## src/inc/focp_defines.svh

```systemverilog
// Purpose: Named constants for the fanout output configuration port
// Assumes: 10-bit configuration word, bit index 0 holds the first-bank drive type
// Notes:   Shift order is most significant bit first
`ifndef FOCP_DEFINES_SVH
`define FOCP_DEFINES_SVH
`define FOCP_WORD_W        10
`define FOCP_OUT_N         8
`define FOCP_TYPE_A_BIT    0
`define FOCP_TYPE_BCD_BIT  1
`define FOCP_EN_LSB        2
`define FOCP_BANK_A_W      2
`define FOCP_CFG_RESET     10'h000
`define FOCP_TYPE_LVDS     1'b0
`define FOCP_CNT_W         4
`define FOCP_WORD_LEN      4'hA
`endif

```

## src/inc/focp_pkg.sv

```systemverilog
// Purpose: Types for the fanout output configuration port
// Assumes: focp_defines.svh supplies widths
// Notes:   Config word struct mirrors the serial word layout
`include "focp_defines.svh"
package focp_pkg;
	typedef struct packed {
		logic [`FOCP_OUT_N-1:0] enables;
		logic                   bcd_banks_drive_type;
		logic                   first_bank_drive_type;
	} focp_cfg_s;
	typedef enum logic [1:0] {FOCP_UNCONF, FOCP_CONF} focp_state_e;
endpackage

```

## src/rtl/focp_port.sv

```systemverilog
// Purpose: Serial configuration port and output control of a 1-to-8 fanout buffer
// Assumes: Link clock, data and strobe are asynchronous pins sampled by mclk
// Notes:   Outputs are per-output run enables and per-output drive type
//          Word length is not policed; the last ten bits shifted before the latch win
// Behaviour
// - Bit D1 sets bank A drive type and D2 sets banks B to D, low LVDS, high LVPECL.
// - Until a word is latched all outputs stay static with LVDS drive.
// - An output whose enable is inactive stays static.
// - The global enable input gates all eight outputs together.
// - The global enable input overrides the serial per-output enables.
// - The shift register contents are readable on the serial data output.
// - Global enable low disables all outputs, high lets each follow its bit.
// - The shifted word becomes active on the strobe rising; outputs keep running meanwhile.
`timescale 1ns/1ps
`include "focp_defines.svh"
module focp_port
	import focp_pkg::*;
(
	input  wire logic                   mclk,
	input  wire logic                   rst_n,
	input  wire logic                   serial_clk,
	input  wire logic                   serial_in_line,
	input  wire logic                   config_latch_strobe,
	input  wire logic                   global_oe,
	output logic                        serial_out_line,
	output logic [`FOCP_OUT_N-1:0]      out_run,
	output logic [`FOCP_OUT_N-1:0]      out_lvpecl,
	output logic                        configured
);
	logic [2:0]              sclk_s_q;
	logic [2:0]              sdi_s_q;
	logic [2:0]              le_s_q;
	logic [2:0]              oe_s_q;
	logic                    sclk_lvl_q;
	logic                    le_lvl_q;
	logic                    oe_lvl_q;
	logic                    sdi_lvl_q;
	logic [`FOCP_WORD_W-1:0] shift_q;
	focp_cfg_s               active_q;
	focp_state_e             state_q;
	logic                    sclk_rise;
	logic                    le_rise;

	// Sampler stages two and three agree on the pin level
	function automatic logic focp_settled(input logic [2:0] s);
		return s[1] == s[2];
	endfunction

	// Three-stage samplers; a level counts once stages two and three agree
	always_ff @(posedge mclk or negedge rst_n) begin
		if (!rst_n) begin
			sclk_s_q <= 3'h0;
			sdi_s_q  <= 3'h0;
			le_s_q   <= 3'h0;
			oe_s_q   <= 3'h0;
		end else begin
			sclk_s_q <= {sclk_s_q[1:0], serial_clk};
			sdi_s_q  <= {sdi_s_q[1:0], serial_in_line};
			le_s_q   <= {le_s_q[1:0], config_latch_strobe};
			oe_s_q   <= {oe_s_q[1:0], global_oe};
		end
	end

	// Filtered levels move only while the last two stages agree
	always_ff @(posedge mclk or negedge rst_n) begin
		if (!rst_n) begin
			sclk_lvl_q <= 1'b0;
			le_lvl_q   <= 1'b0;
			oe_lvl_q   <= 1'b0;
			sdi_lvl_q  <= 1'b0;
		end else begin
			if (focp_settled(sclk_s_q))
				sclk_lvl_q <= sclk_s_q[2];
			if (focp_settled(le_s_q))
				le_lvl_q <= le_s_q[2];
			if (focp_settled(oe_s_q))
				oe_lvl_q <= oe_s_q[2];
			if (focp_settled(sdi_s_q))
				sdi_lvl_q <= sdi_s_q[2];
		end
	end

	// Edge pulses last one cycle; the filtered level serves as the previous value
	assign sclk_rise = focp_settled(sclk_s_q) && sclk_s_q[2] && !sclk_lvl_q;
	assign le_rise   = focp_settled(le_s_q) && le_s_q[2] && !le_lvl_q;

	// Shift register, MSB first; frozen while the strobe is high
	always_ff @(posedge mclk or negedge rst_n) begin
		if (!rst_n) begin
			shift_q <= `FOCP_CFG_RESET;
		end else if (sclk_rise && !le_lvl_q) begin
			shift_q <= {shift_q[`FOCP_WORD_W-2:0], sdi_lvl_q};
		end
	end

	// Readback: MSB of the shift register drives the data output
	always_ff @(posedge mclk or negedge rst_n) begin
		if (!rst_n)
			serial_out_line <= 1'b0;
		else
			serial_out_line <= shift_q[`FOCP_WORD_W-1];
	end

	// Active word only changes on the strobe rising edge
	always_ff @(posedge mclk or negedge rst_n) begin
		if (!rst_n) begin
			active_q <= `FOCP_CFG_RESET;
			state_q  <= FOCP_UNCONF;
		end else if (le_rise) begin
			active_q <= shift_q;
			state_q  <= FOCP_CONF;
		end
	end

	always_ff @(posedge mclk or negedge rst_n) begin
		if (!rst_n)
			configured <= 1'b0;
		else
			configured <= (state_q == FOCP_CONF);
	end

	// Output gating: global enable overrides per-output bits
	always_ff @(posedge mclk or negedge rst_n) begin
		if (!rst_n) begin
			out_run <= '0;
		end else if (state_q != FOCP_CONF || !oe_lvl_q) begin
			out_run <= '0;
		end else begin
			out_run <= active_q.enables;
		end
	end

	// Drive type: bit index 0 for bank A pairs, bit index 1 for the rest
	always_ff @(posedge mclk or negedge rst_n) begin
		if (!rst_n) begin
			out_lvpecl <= '0;
		end else if (state_q != FOCP_CONF) begin
			out_lvpecl <= {`FOCP_OUT_N{`FOCP_TYPE_LVDS}};
		end else begin
			out_lvpecl <= {{(`FOCP_OUT_N-`FOCP_BANK_A_W){active_q.bcd_banks_drive_type}},
				{`FOCP_BANK_A_W{active_q.first_bank_drive_type}}};
		end
	end

	// Output gating and enable mapping
	a_oe_low_off: assert property (@(posedge mclk) disable iff (!rst_n)
		!oe_lvl_q |=> out_run == '0)
		else $error("outputs run with global enable low");
	a_oe_priority: assert property (@(posedge mclk) disable iff (!rst_n)
		(out_run & ~$past(active_q.enables)) == '0)
		else $error("disabled output runs");
	a_oe_follow: assert property (@(posedge mclk) disable iff (!rst_n)
		state_q == FOCP_CONF && oe_lvl_q |=> out_run == $past(active_q.enables))
		else $error("outputs ignore their enables");
	a_oe_rise_all: assert property (@(posedge mclk) disable iff (!rst_n)
		$rose(oe_lvl_q) && state_q == FOCP_CONF |=> out_run == $past(active_q.enables))
		else $error("global enable did not release all outputs");
	a_all_gate: assert property (@(posedge mclk) disable iff (!rst_n)
		$fell(oe_lvl_q) |=> out_run == '0 ##1 out_run == '0)
		else $error("global gate incomplete");
	a_enable_map: assert property (@(posedge mclk) disable iff (!rst_n)
		state_q == FOCP_CONF && oe_lvl_q |=>
		out_run[`FOCP_OUT_N-1] == $past(active_q[`FOCP_WORD_W-1])
		&& out_run[0] == $past(active_q[`FOCP_EN_LSB]))
		else $error("enable bit map wrong");
	a_static_off: assert property (@(posedge mclk) disable iff (!rst_n)
		!active_q.enables[0] ##1 !active_q.enables[0] |-> !out_run[0])
		else $error("disabled output toggles");
	a_off_steady: assert property (@(posedge mclk) disable iff (!rst_n)
		!oe_lvl_q ##1 !oe_lvl_q |=> $stable(out_run))
		else $error("gated outputs not static");

	// Start-up state and drive type
	a_unconf_lvds: assert property (@(posedge mclk) disable iff (!rst_n)
		state_q == FOCP_UNCONF |=> out_lvpecl == '0 && out_run == '0)
		else $error("unconfigured outputs not static LVDS");
	a_unconf_type: assert property (@(posedge mclk) disable iff (!rst_n)
		!configured |-> out_lvpecl == '0 && out_run == '0)
		else $error("drive type set before first latch");
	a_unconf_flag: assert property (@(posedge mclk) disable iff (!rst_n)
		state_q == FOCP_UNCONF |=> !configured)
		else $error("configured flag raised early");
	a_type_map: assert property (@(posedge mclk) disable iff (!rst_n)
		state_q == FOCP_CONF |=> out_lvpecl[`FOCP_BANK_A_W-1:0]
		== {`FOCP_BANK_A_W{$past(active_q.first_bank_drive_type)}})
		else $error("bank A drive type wrong");
	a_type_bcd: assert property (@(posedge mclk) disable iff (!rst_n)
		state_q == FOCP_CONF |=> out_lvpecl[`FOCP_OUT_N-1:`FOCP_BANK_A_W]
		== {(`FOCP_OUT_N-`FOCP_BANK_A_W){$past(active_q.bcd_banks_drive_type)}})
		else $error("banks B to D drive type wrong");

	// Latch and shift path
	a_latch_load: assert property (@(posedge mclk) disable iff (!rst_n)
		le_rise |=> active_q == $past(shift_q))
		else $error("latch missed word");
	a_latch_state: assert property (@(posedge mclk) disable iff (!rst_n)
		le_rise |=> state_q == FOCP_CONF)
		else $error("latch left port unconfigured");
	a_conf_flag: assert property (@(posedge mclk) disable iff (!rst_n)
		le_rise |=> ##1 configured)
		else $error("configured flag not raised");
	a_hold_cfg: assert property (@(posedge mclk) disable iff (!rst_n)
		!le_rise |=> $stable(active_q))
		else $error("config changed without latch");
	a_shift_keeps: assert property (@(posedge mclk) disable iff (!rst_n)
		sclk_rise && !le_lvl_q && !le_rise |=> active_q == $past(active_q))
		else $error("shifting disturbed active word");
	a_shift_in: assert property (@(posedge mclk) disable iff (!rst_n)
		sclk_rise && !le_lvl_q |=> shift_q[0] == $past(sdi_lvl_q))
		else $error("shift missed bit");
	a_shift_order: assert property (@(posedge mclk) disable iff (!rst_n)
		sclk_rise && !le_lvl_q |=>
		shift_q[`FOCP_WORD_W-1:1] == $past(shift_q[`FOCP_WORD_W-2:0]))
		else $error("shift order wrong");
	a_shift_idle: assert property (@(posedge mclk) disable iff (!rst_n)
		!(sclk_rise && !le_lvl_q) |=> $stable(shift_q))
		else $error("shift register moved without a link clock");
	a_shift_frozen: assert property (@(posedge mclk) disable iff (!rst_n)
		le_lvl_q |=> $stable(shift_q))
		else $error("shift register moved while strobe high");
	a_readback: assert property (@(posedge mclk) disable iff (!rst_n)
		1'b1 |=> serial_out_line == $past(shift_q[`FOCP_WORD_W-1]))
		else $error("readback wrong");
endmodule // focp_port

```

## config.mk

```make
export PLATFORM = sky130hd
export DESIGN_NAME = focp_port
export DESIGN_NICKNAME = d
export VERILOG_FILES = /design/src/inc/focp_pkg.sv /design/src/rtl/focp_port.sv
export VERILOG_INCLUDE_DIRS = /design/src /design/src/inc
export SDC_FILE = /design/constraint.sdc
export NUM_CORES = 1
export LEC_CHECK = 0
export BUFFER_PORTS_ARGS = -buffer_cell sky130_fd_sc_hd__buf_2
export CAP_MARGIN = 40
export CORE_MARGIN = 2
export CORE_UTILIZATION = 59
export DETAILED_ROUTE_END_ITERATION = 10
export PLACE_DENSITY = 0.82
export SLEW_MARGIN = 10
export SYNTH_ARGS = -nofsm -noshare
export SYNTH_HDL_FRONTEND = slang
export SYNTH_SLANG_ARGS = --single-unit
export TNS_END_PERCENT = 50
```

## constraint.sdc

```tcl
create_clock -name mclk -period 3.2 [get_ports mclk]
set_input_delay 0.16 -clock mclk [delete_from_list [all_inputs] [get_ports mclk]]
set_output_delay 0.16 -clock mclk [all_outputs]
set_load 0.03 [all_outputs]
```

Word level (Yosys, flattened, before mapping):

Cells that the tools add are included.

* bits of input ports: 6
* logic and storage cells: 33
* output and inout port bits: 18
* bits in registers: 55

* bitwise operators: 1
* reductions and logical operators: 9
* muxes and demuxes: 2
* eq/ne operators: 4

Operators by type and width (count)
* 8-bit 2-to-1 mux: 2
* 1-bit logical AND: 5
* 1-bit equality test: 4
* 1-bit zero test: 3
* 1-bit logical OR: 1
* 1-bit inverter: 1

Depth between registers and ports, before layout:

Gate-level depths: netlist (run 1).

* depth after elaboration: 4
* depth in mapped cells: 4
* mapped depth without buffers: 3

Least setup slack after synthesis (run 1):

OpenSTA, ideal clock, no wires.

* kind: reg-to-reg
* start: reg le_s_q[1]
* end: reg state_q[0]
* setup time: 127 ps
* arrival time: 1096 ps
* stages on the path, launching flop included: 5
* clock period less this slack: 1224 ps
* path slack: 1976 ps
* data required time: 3073 ps
* cell sequence: dfrtp_1 ha_1 nor2b_2 clkbuf_8 or2_2

* word-level cells in the longest chain between the ends: 3

Ends and longest elaborated chain
* start, declared: line focp_port.sv:32 `logic [2:0] le_s_q;`
* start signal, assigned: line focp_port.sv:59 `le_s_q <= {le_s_q[1:0], config_latch_strobe};`
* 1-bit equality test: line focp_port.sv:46 `return s[1] == s[2];`
* 1-bit logical AND (2 in series): line focp_port.sv:85 `assign le_rise = focp_settled(le_s_q) && le_s_q[2] && !le_lvl_q;`
* end signal, assigned: line focp_port.sv:108 `state_q <= FOCP_UNCONF;`
* end signal, assigned: line focp_port.sv:111 `state_q <= FOCP_CONF;`
* end, declared: line focp_port.sv:40 `focp_state_e state_q;`

Every way passes these cells.
A chain may end at the register's enable or synchronous reset.

Worst setup path after layout (run 1):

* start: reg sclk_s_q[1]
* end: reg shift_q[8]

* word-level cells in the longest chain between the ends: 4

Ends and longest elaborated chain
* start, declared: line focp_port.sv:30 `logic [2:0] sclk_s_q;`
* start signal, assigned: line focp_port.sv:57 `sclk_s_q <= {sclk_s_q[1:0], serial_clk};`
* 1-bit equality test: line focp_port.sv:46
* 1-bit logical AND (2 in series): line focp_port.sv:84 `assign sclk_rise = focp_settled(sclk_s_q) && sclk_s_q[2] && !sclk_lvl_q;`
* 1-bit logical AND: line focp_port.sv:91 `end else if (sclk_rise && !le_lvl_q) begin`
* end signal, assigned: line focp_port.sv:90 `` shift_q <= `FOCP_CFG_RESET; ``
* end signal, assigned: line focp_port.sv:92 `` shift_q <= {shift_q[`FOCP_WORD_W-2:0], sdi_lvl_q}; ``
* end, declared: line focp_port.sv:38 `` logic [`FOCP_WORD_W-1:0] shift_q; ``

Every way passes these cells.

==> flow_summary.yaml, run 1 <==
run_status:
  status: "completed"
routing:
  wl_per_cell_microns: 14.6
  drc: 0
  routed_via_density: 5.31
  firstDrtPassIters: 2
  wl_mm: 2.28
  drt_iter0_markers: 11
  vias: 828
  ant_nets: 0
layout:
  drive_gt1_frac: 0.456
  layout_common_cells: "dfrtp_1, buf_2, mux2_2"
  diodes: 0
  final_common_cell: "dfrtp_1"
  area_delta_synth_final_pct: 13.1
  final_nets: 132
cts:
  cts_tree: "yes"
  cts-root-buf: "clkbuf_4"
  clock_sinks: 49
  cts_setup_buffers: 0
  path_clk_slew_ns: 0.13
  clockBufferDepth: 2
  clk_latency_ns: 0.35
  htree_levels: 2
  cts_made_buffers: 5
critical_path:
  arrival_ns: 1.89
  reg2reg_depth: 3
  timing.rr.start: "sclk_s_q[1]"
  path_buf_inv: 0
  r2r_end: "shift_q[8]"
  path_cells: "ha_1 > nor3b_2 > mux2_2"
  critPathLaunchType: "flip-flop"
  crit_fanout: 10
  criticalPathCategory: "reg -> reg"
  end_kind: "flip-flop"
  reg2reg_slack_ns: 1.55
  slowest_delay_ns: 0.61
  crit_required_ns: 3.45
  crit_slowest_cell: "nor3b_2"
  path_delay_family: "simple AND/OR/NAND/NOR gates"
logic_synthesis:
  synth.largest_area_cell: "dfrtp_1"
  synthDominantCellAreaShare: 0.729
  yosys_warnings: 0
  syn-num-nets: 105
  synth_area_leaders: "dfrtp_1, mux2_2, and3_1"
  synth.avg_cell_area_sq_um: 17.3
  synth_cell_type_count: 13
  synth-seq-cells: 49
  yosysSeqAreaShare: 0.729
  syn_area_sq_um: 1680
  syn_inst: 97
pwr:
  switching_power_mw: 0.411
  finalPower_mw: 1.37
  swShare: 0.301
  power.leakage_nw: 0.985
  p_per_area_nw_per_um2: 719
  pwr-share-seq: 0.566
  ir_worst_vdd_mv: 0.649
  p_int_mw: 0.956
  comb_power_share: 0.213
  power_frac_clock: 0.221
global_routing:
  first_global_vias: 856
  gr-total-overflow: 0
  grtUsageTotal: 0.166
  grt_pass1_wl_mm: 3.98
  antenna_found_initial: 0
  grt_max_degree: 30
job:
  max-cap-violations: 0
timing:
  hold_viol: 0
  relSlewSlack: 0.501
  timing.fmax_mhz: 608
  slew_viol_final: 0
  tightest_slew_ns: 0.745
  rsz0062_at_grt: "no"
  tns_ns: 0
  setup_viol_count_final: 0
  holdWs_ns: 0.275
  fin_crit_ns: 1.65
  fin_crit_sh: 0.514
  fin_skew_ns: 0.00750
die:
  num_io_pins: 24
  dieArea_sq_um: 3300
  rows: 19
  die_w_microns: 57.4
  fp.dieH_microns: 57.4
  initial_utilization: 0.616
  core_sq_um: 2730
placement:
  port_buffers: 23
  place.gp.congestion: 0.686
  hpwl_mm: 1.59
min_path:
  hp-class: "in -> async"
## worst reg2reg max path: cells and delay by family, from the launching register on
family        cells  cell delay [ns]
mux               1             0.42
fa+ha+maj         1             0.14
simple gates      1             0.61
flops             1             0.38
## kinds of logic after synthesis
kind of cell  after synthesis  share of synthesized area
simple gates               13                     0.0535
buf+inv                     9                     0.0439
flops                      49                      0.729
mux                        22                      0.147
fa+ha+maj                   4                     0.0268
## metrics by stage
stage          std cells  cell area [sq um]  worst slack, ns  utilization
2_1_floorplan         97               1680             1.98            -
3_3_place_gp         142               1760             1.63        0.645
3_5_place_dp         143               1780             1.56        0.652
4_1_cts              156               1900             1.52        0.696
5_1_grt              156               1900             1.45        0.696
6_report             156               1900             1.55        0.696
## layer usage
layer | routed length, microns | global-route usage
met5 | 0 | 0
met4 | 43 | 0.0598
met3 | 131 | 0.0680
met2 | 1130 | 0.269
met1 | 973 | 0.200
## sequential cells by signal, indices dropped and copies added, names as in the netlist, 2 cells and up
register and flops:
sclk_s_q 3, le_s_q 3, shift_q 10, oe_s_q 3, out_run 8, out_lvpecl 2
sdi_s_q 3, active_q 10
## area by class of cell
| class | count | area (sq um) |
|---|---|---|
| Clock buffer | 7 | 65.1 |
| Clock inverter | 1 | 5.00 |
| Fill cell | 183 | 831 |
| Multi-Input combinational cell | 39 | 383 |
| Sequential cell | 49 | 1230 |
| Tap cell | 31 | 38.8 |
| Timing Repair Buffer | 29 | 185 |
## worst max path at each step
stage,slack (ns),from,to,cells after the start
floorplan,1.98,le_s_q[1],state_q[0],4
global placement,1.63,sclk_s_q[1],shift_q[3],3
detailed placement,1.56,sclk_s_q[1],shift_q[8],3
CTS,1.52,sclk_s_q[1],shift_q[8],3
global route,1.45,sclk_s_q[2],shift_q[8],3
finish,1.55,sclk_s_q[1],shift_q[8],3
## power groups by stage
| stage | clock (mW) | combinational, mW | sequential [mW] |
|---|---|---|---|
| finish | 0.303 | 0.291 | 0.774 |
| global route | 0.339 | 0.311 | 0.788 |
| global placement | 0 | 0.280 | 0.779 |
| floorplan | 0 | 0.215 | 0.812 |
| detailed placement | 0 | 0.289 | 0.787 |
| CTS | 0.314 | 0.295 | 0.773 |
## repair_timing
item | in CTS | in global routing
gates resized for setup | 0 | 0
endpoints found under the hold margin | 24 | 0
hold buffers | 5 | 0
## Yosys cell counts (all sizes together)
| cell type | count |
|---|---|
| and2 | 2 |
| and3 | 8 |
| buf | 7 |
| clkbuf | 2 |
| dfrtp | 49 |
| ha | 2 |
| maj3 | 2 |
| mux2 | 22 |
| nor2b | 1 |
| nor3b | 1 |
| or2 | 1 |
Power figures use the tool's default switching activity.
==> run 2: changes to the inputs <==
CORE_UTILIZATION = 54   (was 59)
PLACE_DENSITY = 0.76   (was 0.82)
clock period = 1.7 ns   (was 3.2 ns; I/O delays follow)
==> flow_summary.yaml, run 2 (synthesis results as in run 1) <==
run_status:
  status: "completed"
die:
  fp.dieH_microns: 59.8
  core_sq_um: 3000
  initial_utilization: 0.560
  rows: 20
  dieArea_sq_um: 3580
  die_w_microns: 59.8
  num_io_pins: 24
timing:
  holdWs_ns: 0.238
  timing.fmax_mhz: 684
  tightest_slew_ns: 0.539
  setup_viol_count_final: 0
  tns_ns: 0
  slew_viol_final: 0
  rsz0062_at_grt: "no"
  fin_crit_sh: 0.860
  fin_crit_ns: 1.46
  fin_skew_ns: 0.00518
  relSlewSlack: 0.640
  hold_viol: 0
global_routing:
  gr-total-overflow: 0
  grt_max_degree: 27
  antenna_found_initial: 0
  first_global_vias: 838
  grt_pass1_wl_mm: 3.73
  grtUsageTotal: 0.151
layout:
  layout_common_cells: "dfrtp_1, buf_2, mux2_2"
  filler_cell_count: 233
  final_cells: 158
  final_common_cell: "dfrtp_1"
  reg.largest.list: "active_q: 10 flops, shift_q: 10 flops, out_run: 8 flops"
  diodes: 0
  drive_gt1_frac: 0.448
  final_nets: 133
  area_delta_synth_final_pct: 12.8
cts:
  clk_latency_ns: 0.35
  cts-root-buf: "clkbuf_4"
  cts_made_buffers: 5
  path_clk_slew_ns: 0.12
  cts_tree: "yes"
  clockBufferDepth: 2
  cts-resized-gates: 0
  cts_setup_buffers: 0
  htree_levels: 2
  clock_sinks: 49
routing:
  wl_mm: 2.16
  met2WireLength_mm: 1.01
  vias: 816
  drt_iter0_markers: 19
  drc: 0
  routed_via_density: 5.16
  wl_per_cell_microns: 13.7
  wl_met3_microns: 130
  top_layer: "met4"
  wl_met1_microns: 972
  ant_nets: 0
  firstDrtPassIters: 2
critical_path:
  criticalPathCategory: "reg -> reg"
  critPathLaunchType: "flip-flop"
  reg2reg_slack_ns: 0.24
  crit_fanout: 11
  reg2reg_depth: 3
  crit_required_ns: 1.94
  arrival_ns: 1.70
  end_kind: "flip-flop"
placement:
  placed_cells: 146
  place.gp.congestion: 0.719
  port_buffers: 23
  hpwl_mm: 1.47
min_path:
  hp-class: "in -> async"
job:
  max-cap-violations: 0
pwr:
  p_per_area_nw_per_um2: 1320
  finalPower_mw: 2.51
  ir_worst_vdd_mv: 0.688
  power.leakage_nw: 0.981
==> run 2: area by class of cell <==
| class | instances | area (sq um) | area share |
|---|---|---|---|
| multi-input combinational | 39 | 383 | 0.202 |
| clock buffer | 7 | 55.1 | 0.0290 |
| timing repair buffer | 30 | 193 | 0.102 |
| tap | 33 | 41.3 | 0.0218 |
| sequential | 49 | 1230 | 0.646 |
==> run 2: repair_timing <==
action,CTS,global route
hold buffers,5,0
hold endpoints to repair,27,0
endpoints found under the setup margin,0,0
==> run 2: routing by layer <==
layer  global-route usage  up-vias
li1                     -      381
met1                0.170      405
met2                0.238       24
met3               0.0714        6
met4               0.0762        0
met5                    0        -
==> run 2: final timing paths <==
check,from,to
min,rst_n,sdi_s_q[0]
min reg2reg,sdi_s_q[0],sdi_s_q[1]
max reg2reg,le_s_q[2],active_q[6]
max in group asynchronous,rst_n,oe_s_q[0]
max,le_s_q[2],active_q[6]
min in group mclk,sdi_s_q[0],sdi_s_q[1]
==> run 2: worst max-delay path: stages (launching register included) <==
cell and delay (ns):
dfrtp_1 0.37, ha_1 0.15, nor2b_2 0.44, mux2_2 0.39
==> run 2: report_power, final <==
| part | total [mW] | internal, mW | leakage [nW] | switching (mW) |
|---|---|---|---|---|
| combinational | 0.548 | 0.217 | 0.327 | 0.331 |
| sequential | 1.45 | 1.34 | 0.622 | 0.110 |
| clock | 0.511 | 0.196 | 0.0314 | 0.315 |
| total | 2.51 | 1.76 | 0.981 | 0.756 |
==> run 2: metrics by stage <==
| step | setup WS (ns) | utilization | instance area [sq um] |
|---|---|---|---|
| finish | 0.237 | 0.632 | 1900 |
| global route | 0.144 | 0.632 | 1900 |
| CTS | 0.230 | 0.632 | 1900 |
| detailed placement | 0.260 | 0.597 | 1790 |
| global placement | 0.285 | 0.597 | 1790 |
| floorplan | 0.476 | - | 1680 |
==> run 3: changes to the inputs <==
BUFFER_PORTS_ARGS = not set   (was -buffer_cell sky130_fd_sc_hd__buf_2)
CORE_UTILIZATION = 60   (was 54)
DONT_BUFFER_PORTS = 1   (was not set)
==> flow_summary.yaml, run 3 (synthesis results as in run 1) <==
layout:
  diodes: 0
  area_delta_synth_final_pct: 8.25
  final_common_cell: "dfrtp_1"
  filler_cell_count: 188
  layout_common_cells: "dfrtp_1, mux2_2, and3_1"
  final_area_sq_um: 1820
  reg.largest.list: "active_q: 10 flops, shift_q: 10 flops, out_run: 8 flops"
  final_nets: 111
  drive_gt1_frac: 0.346
cts:
  cts_tree: "yes"
  clk_latency_ns: 0.36
  clockBufferDepth: 2
  clock_sinks: 49
  cts_setup_buffers: 0
  htree_levels: 2
  cts_made_buffers: 5
  path_clk_slew_ns: 0.13
  cts-root-buf: "clkbuf_4"
die:
  initial_utilization: 0.621
  num_io_pins: 24
  core_sq_um: 2710
  rows: 19
  dieArea_sq_um: 3240
  fp.dieH_microns: 57.0
  die_w_microns: 57.0
global_routing:
  gr-total-overflow: 0
  antenna_found_initial: 0
  grtUsageTotal: 0.149
  grt_pass1_wl_mm: 3.47
  first_global_vias: 726
  grt_max_degree: 50
placement:
  place_ws_ns: 0.222
  postPlaceCellArea_sq_um: 1660
  port_buffers: 0
  place.gp.congestion: 0.668
pwr:
  comb_power_share: 0.150
  ir_worst_vdd_mv: 1.11
  switching_power_mw: 0.761
  power_frac_clock: 0.255
  pwr-share-seq: 0.594
  power.leakage_nw: 0.892
  p_per_area_nw_per_um2: 1410
  finalPower_mw: 2.58
  p_int_mw: 1.82
  swShare: 0.295
routing:
  drc: 0
  firstDrtPassIters: 4
  ant_nets: 0
  vias: 749
  routed_via_density: 5.55
  wl_per_cell_microns: 15.0
  drt_iter0_markers: 12
  wl_mm: 2.02
job:
  max-cap-violations: 0
critical_path:
  arrival_ns: 1.73
  crit_fanout: 11
  path_cells: "ha_1 > nor2b_2 > mux2_2"
  crit_required_ns: 1.97
  path_buf_inv: 0
  slowest_delay_ns: 0.46
  path_delay_family: "simple AND/OR/NAND/NOR gates"
  critPathLaunchType: "flip-flop"
  criticalPathCategory: "reg -> reg"
  crit_slowest_cell: "nor2b_2"
  end_kind: "flip-flop"
min_path:
  hp-class: "in -> async"
timing:
  tightest_slew_ns: 0.528
  timing.fmax_mhz: 684
  rsz0062_at_grt: "no"
  fin_crit_sh: 0.860
  setup_viol_count_final: 0
  hold_viol: 0
  fin_crit_ns: 1.46
  slew_viol_final: 0
  fin_skew_ns: 0.0121
  holdWs_ns: 0.214
  tns_ns: 0
  relSlewSlack: 0.646
  fin_ws_ns: 0.237
run_status:
  status: "completed"
run 3: timing repair:
action | in CTS | in global routing
gates resized for setup | 0 | 0
hold buffers | 6 | 0
setup endpoints to repair | 0 | 0
hold endpoints to repair | 53 | 0
run 3: per-stage QoR:
step	util	std cells
after floorplan	-	97
after global placement	0.614	121
after detailed placement	0.614	121
after CTS	0.672	135
after global routing	0.672	135
final	0.672	135
run 3: final timing paths:
path / startpoint / to / slack (ns) / cells past startpoint
max: le_s_q[1] / active_q[8] / 0.24 / 3
min: rst_n / active_q[8] / 0.21 / 2
max reg2reg: le_s_q[1] / active_q[8] / 0.24 / 3
min reg2reg: sdi_s_q[0] / sdi_s_q[1] / 0.36 / 0
max in group asynchronous: rst_n / out_lvpecl[6] / 1.27 / 2
min in group mclk: global_oe / oe_s_q[0] / 0.27 / 1
run 3: cell type report:
class	instances	area [sq um]	share of cell area
Tap cell	31	38.8	0.0213
Clock buffer	6	41.3	0.0227
Multi-Input combinational cell	39	383	0.210
Timing Repair Buffer	8	92.6	0.0508
Sequential cell	49	1230	0.674
Clock inverter	2	38.8	0.0213
run 3: power by group through the flow:
stage / combinational, mW / sequential, mW / clock [mW]
floorplan: 0.404 / 1.53 / 0
global placement: 0.343 / 1.56 / 0
detailed placement: 0.354 / 1.56 / 0
CTS: 0.393 / 1.53 / 0.677
global route: 0.418 / 1.56 / 0.721
finish: 0.388 / 1.53 / 0.658
run 3: worst register-to-register path, cell delays in order (launching register included):
cell and delay (ns):
dfrtp_1 0.38, ha_1 0.14, nor2b_2 0.46, mux2_2 0.40
run 3: routing by layer:
layer | global-route usage | vias to the layer above | part of all wire
li1 | - | 336 | -
met1 | 0.197 | 388 | 0.45
met2 | 0.212 | 17 | 0.47
met3 | 0.0680 | 8 | 0.061
met4 | 0.0698 | 0 | 0.025
met5 | 0 | - | 0
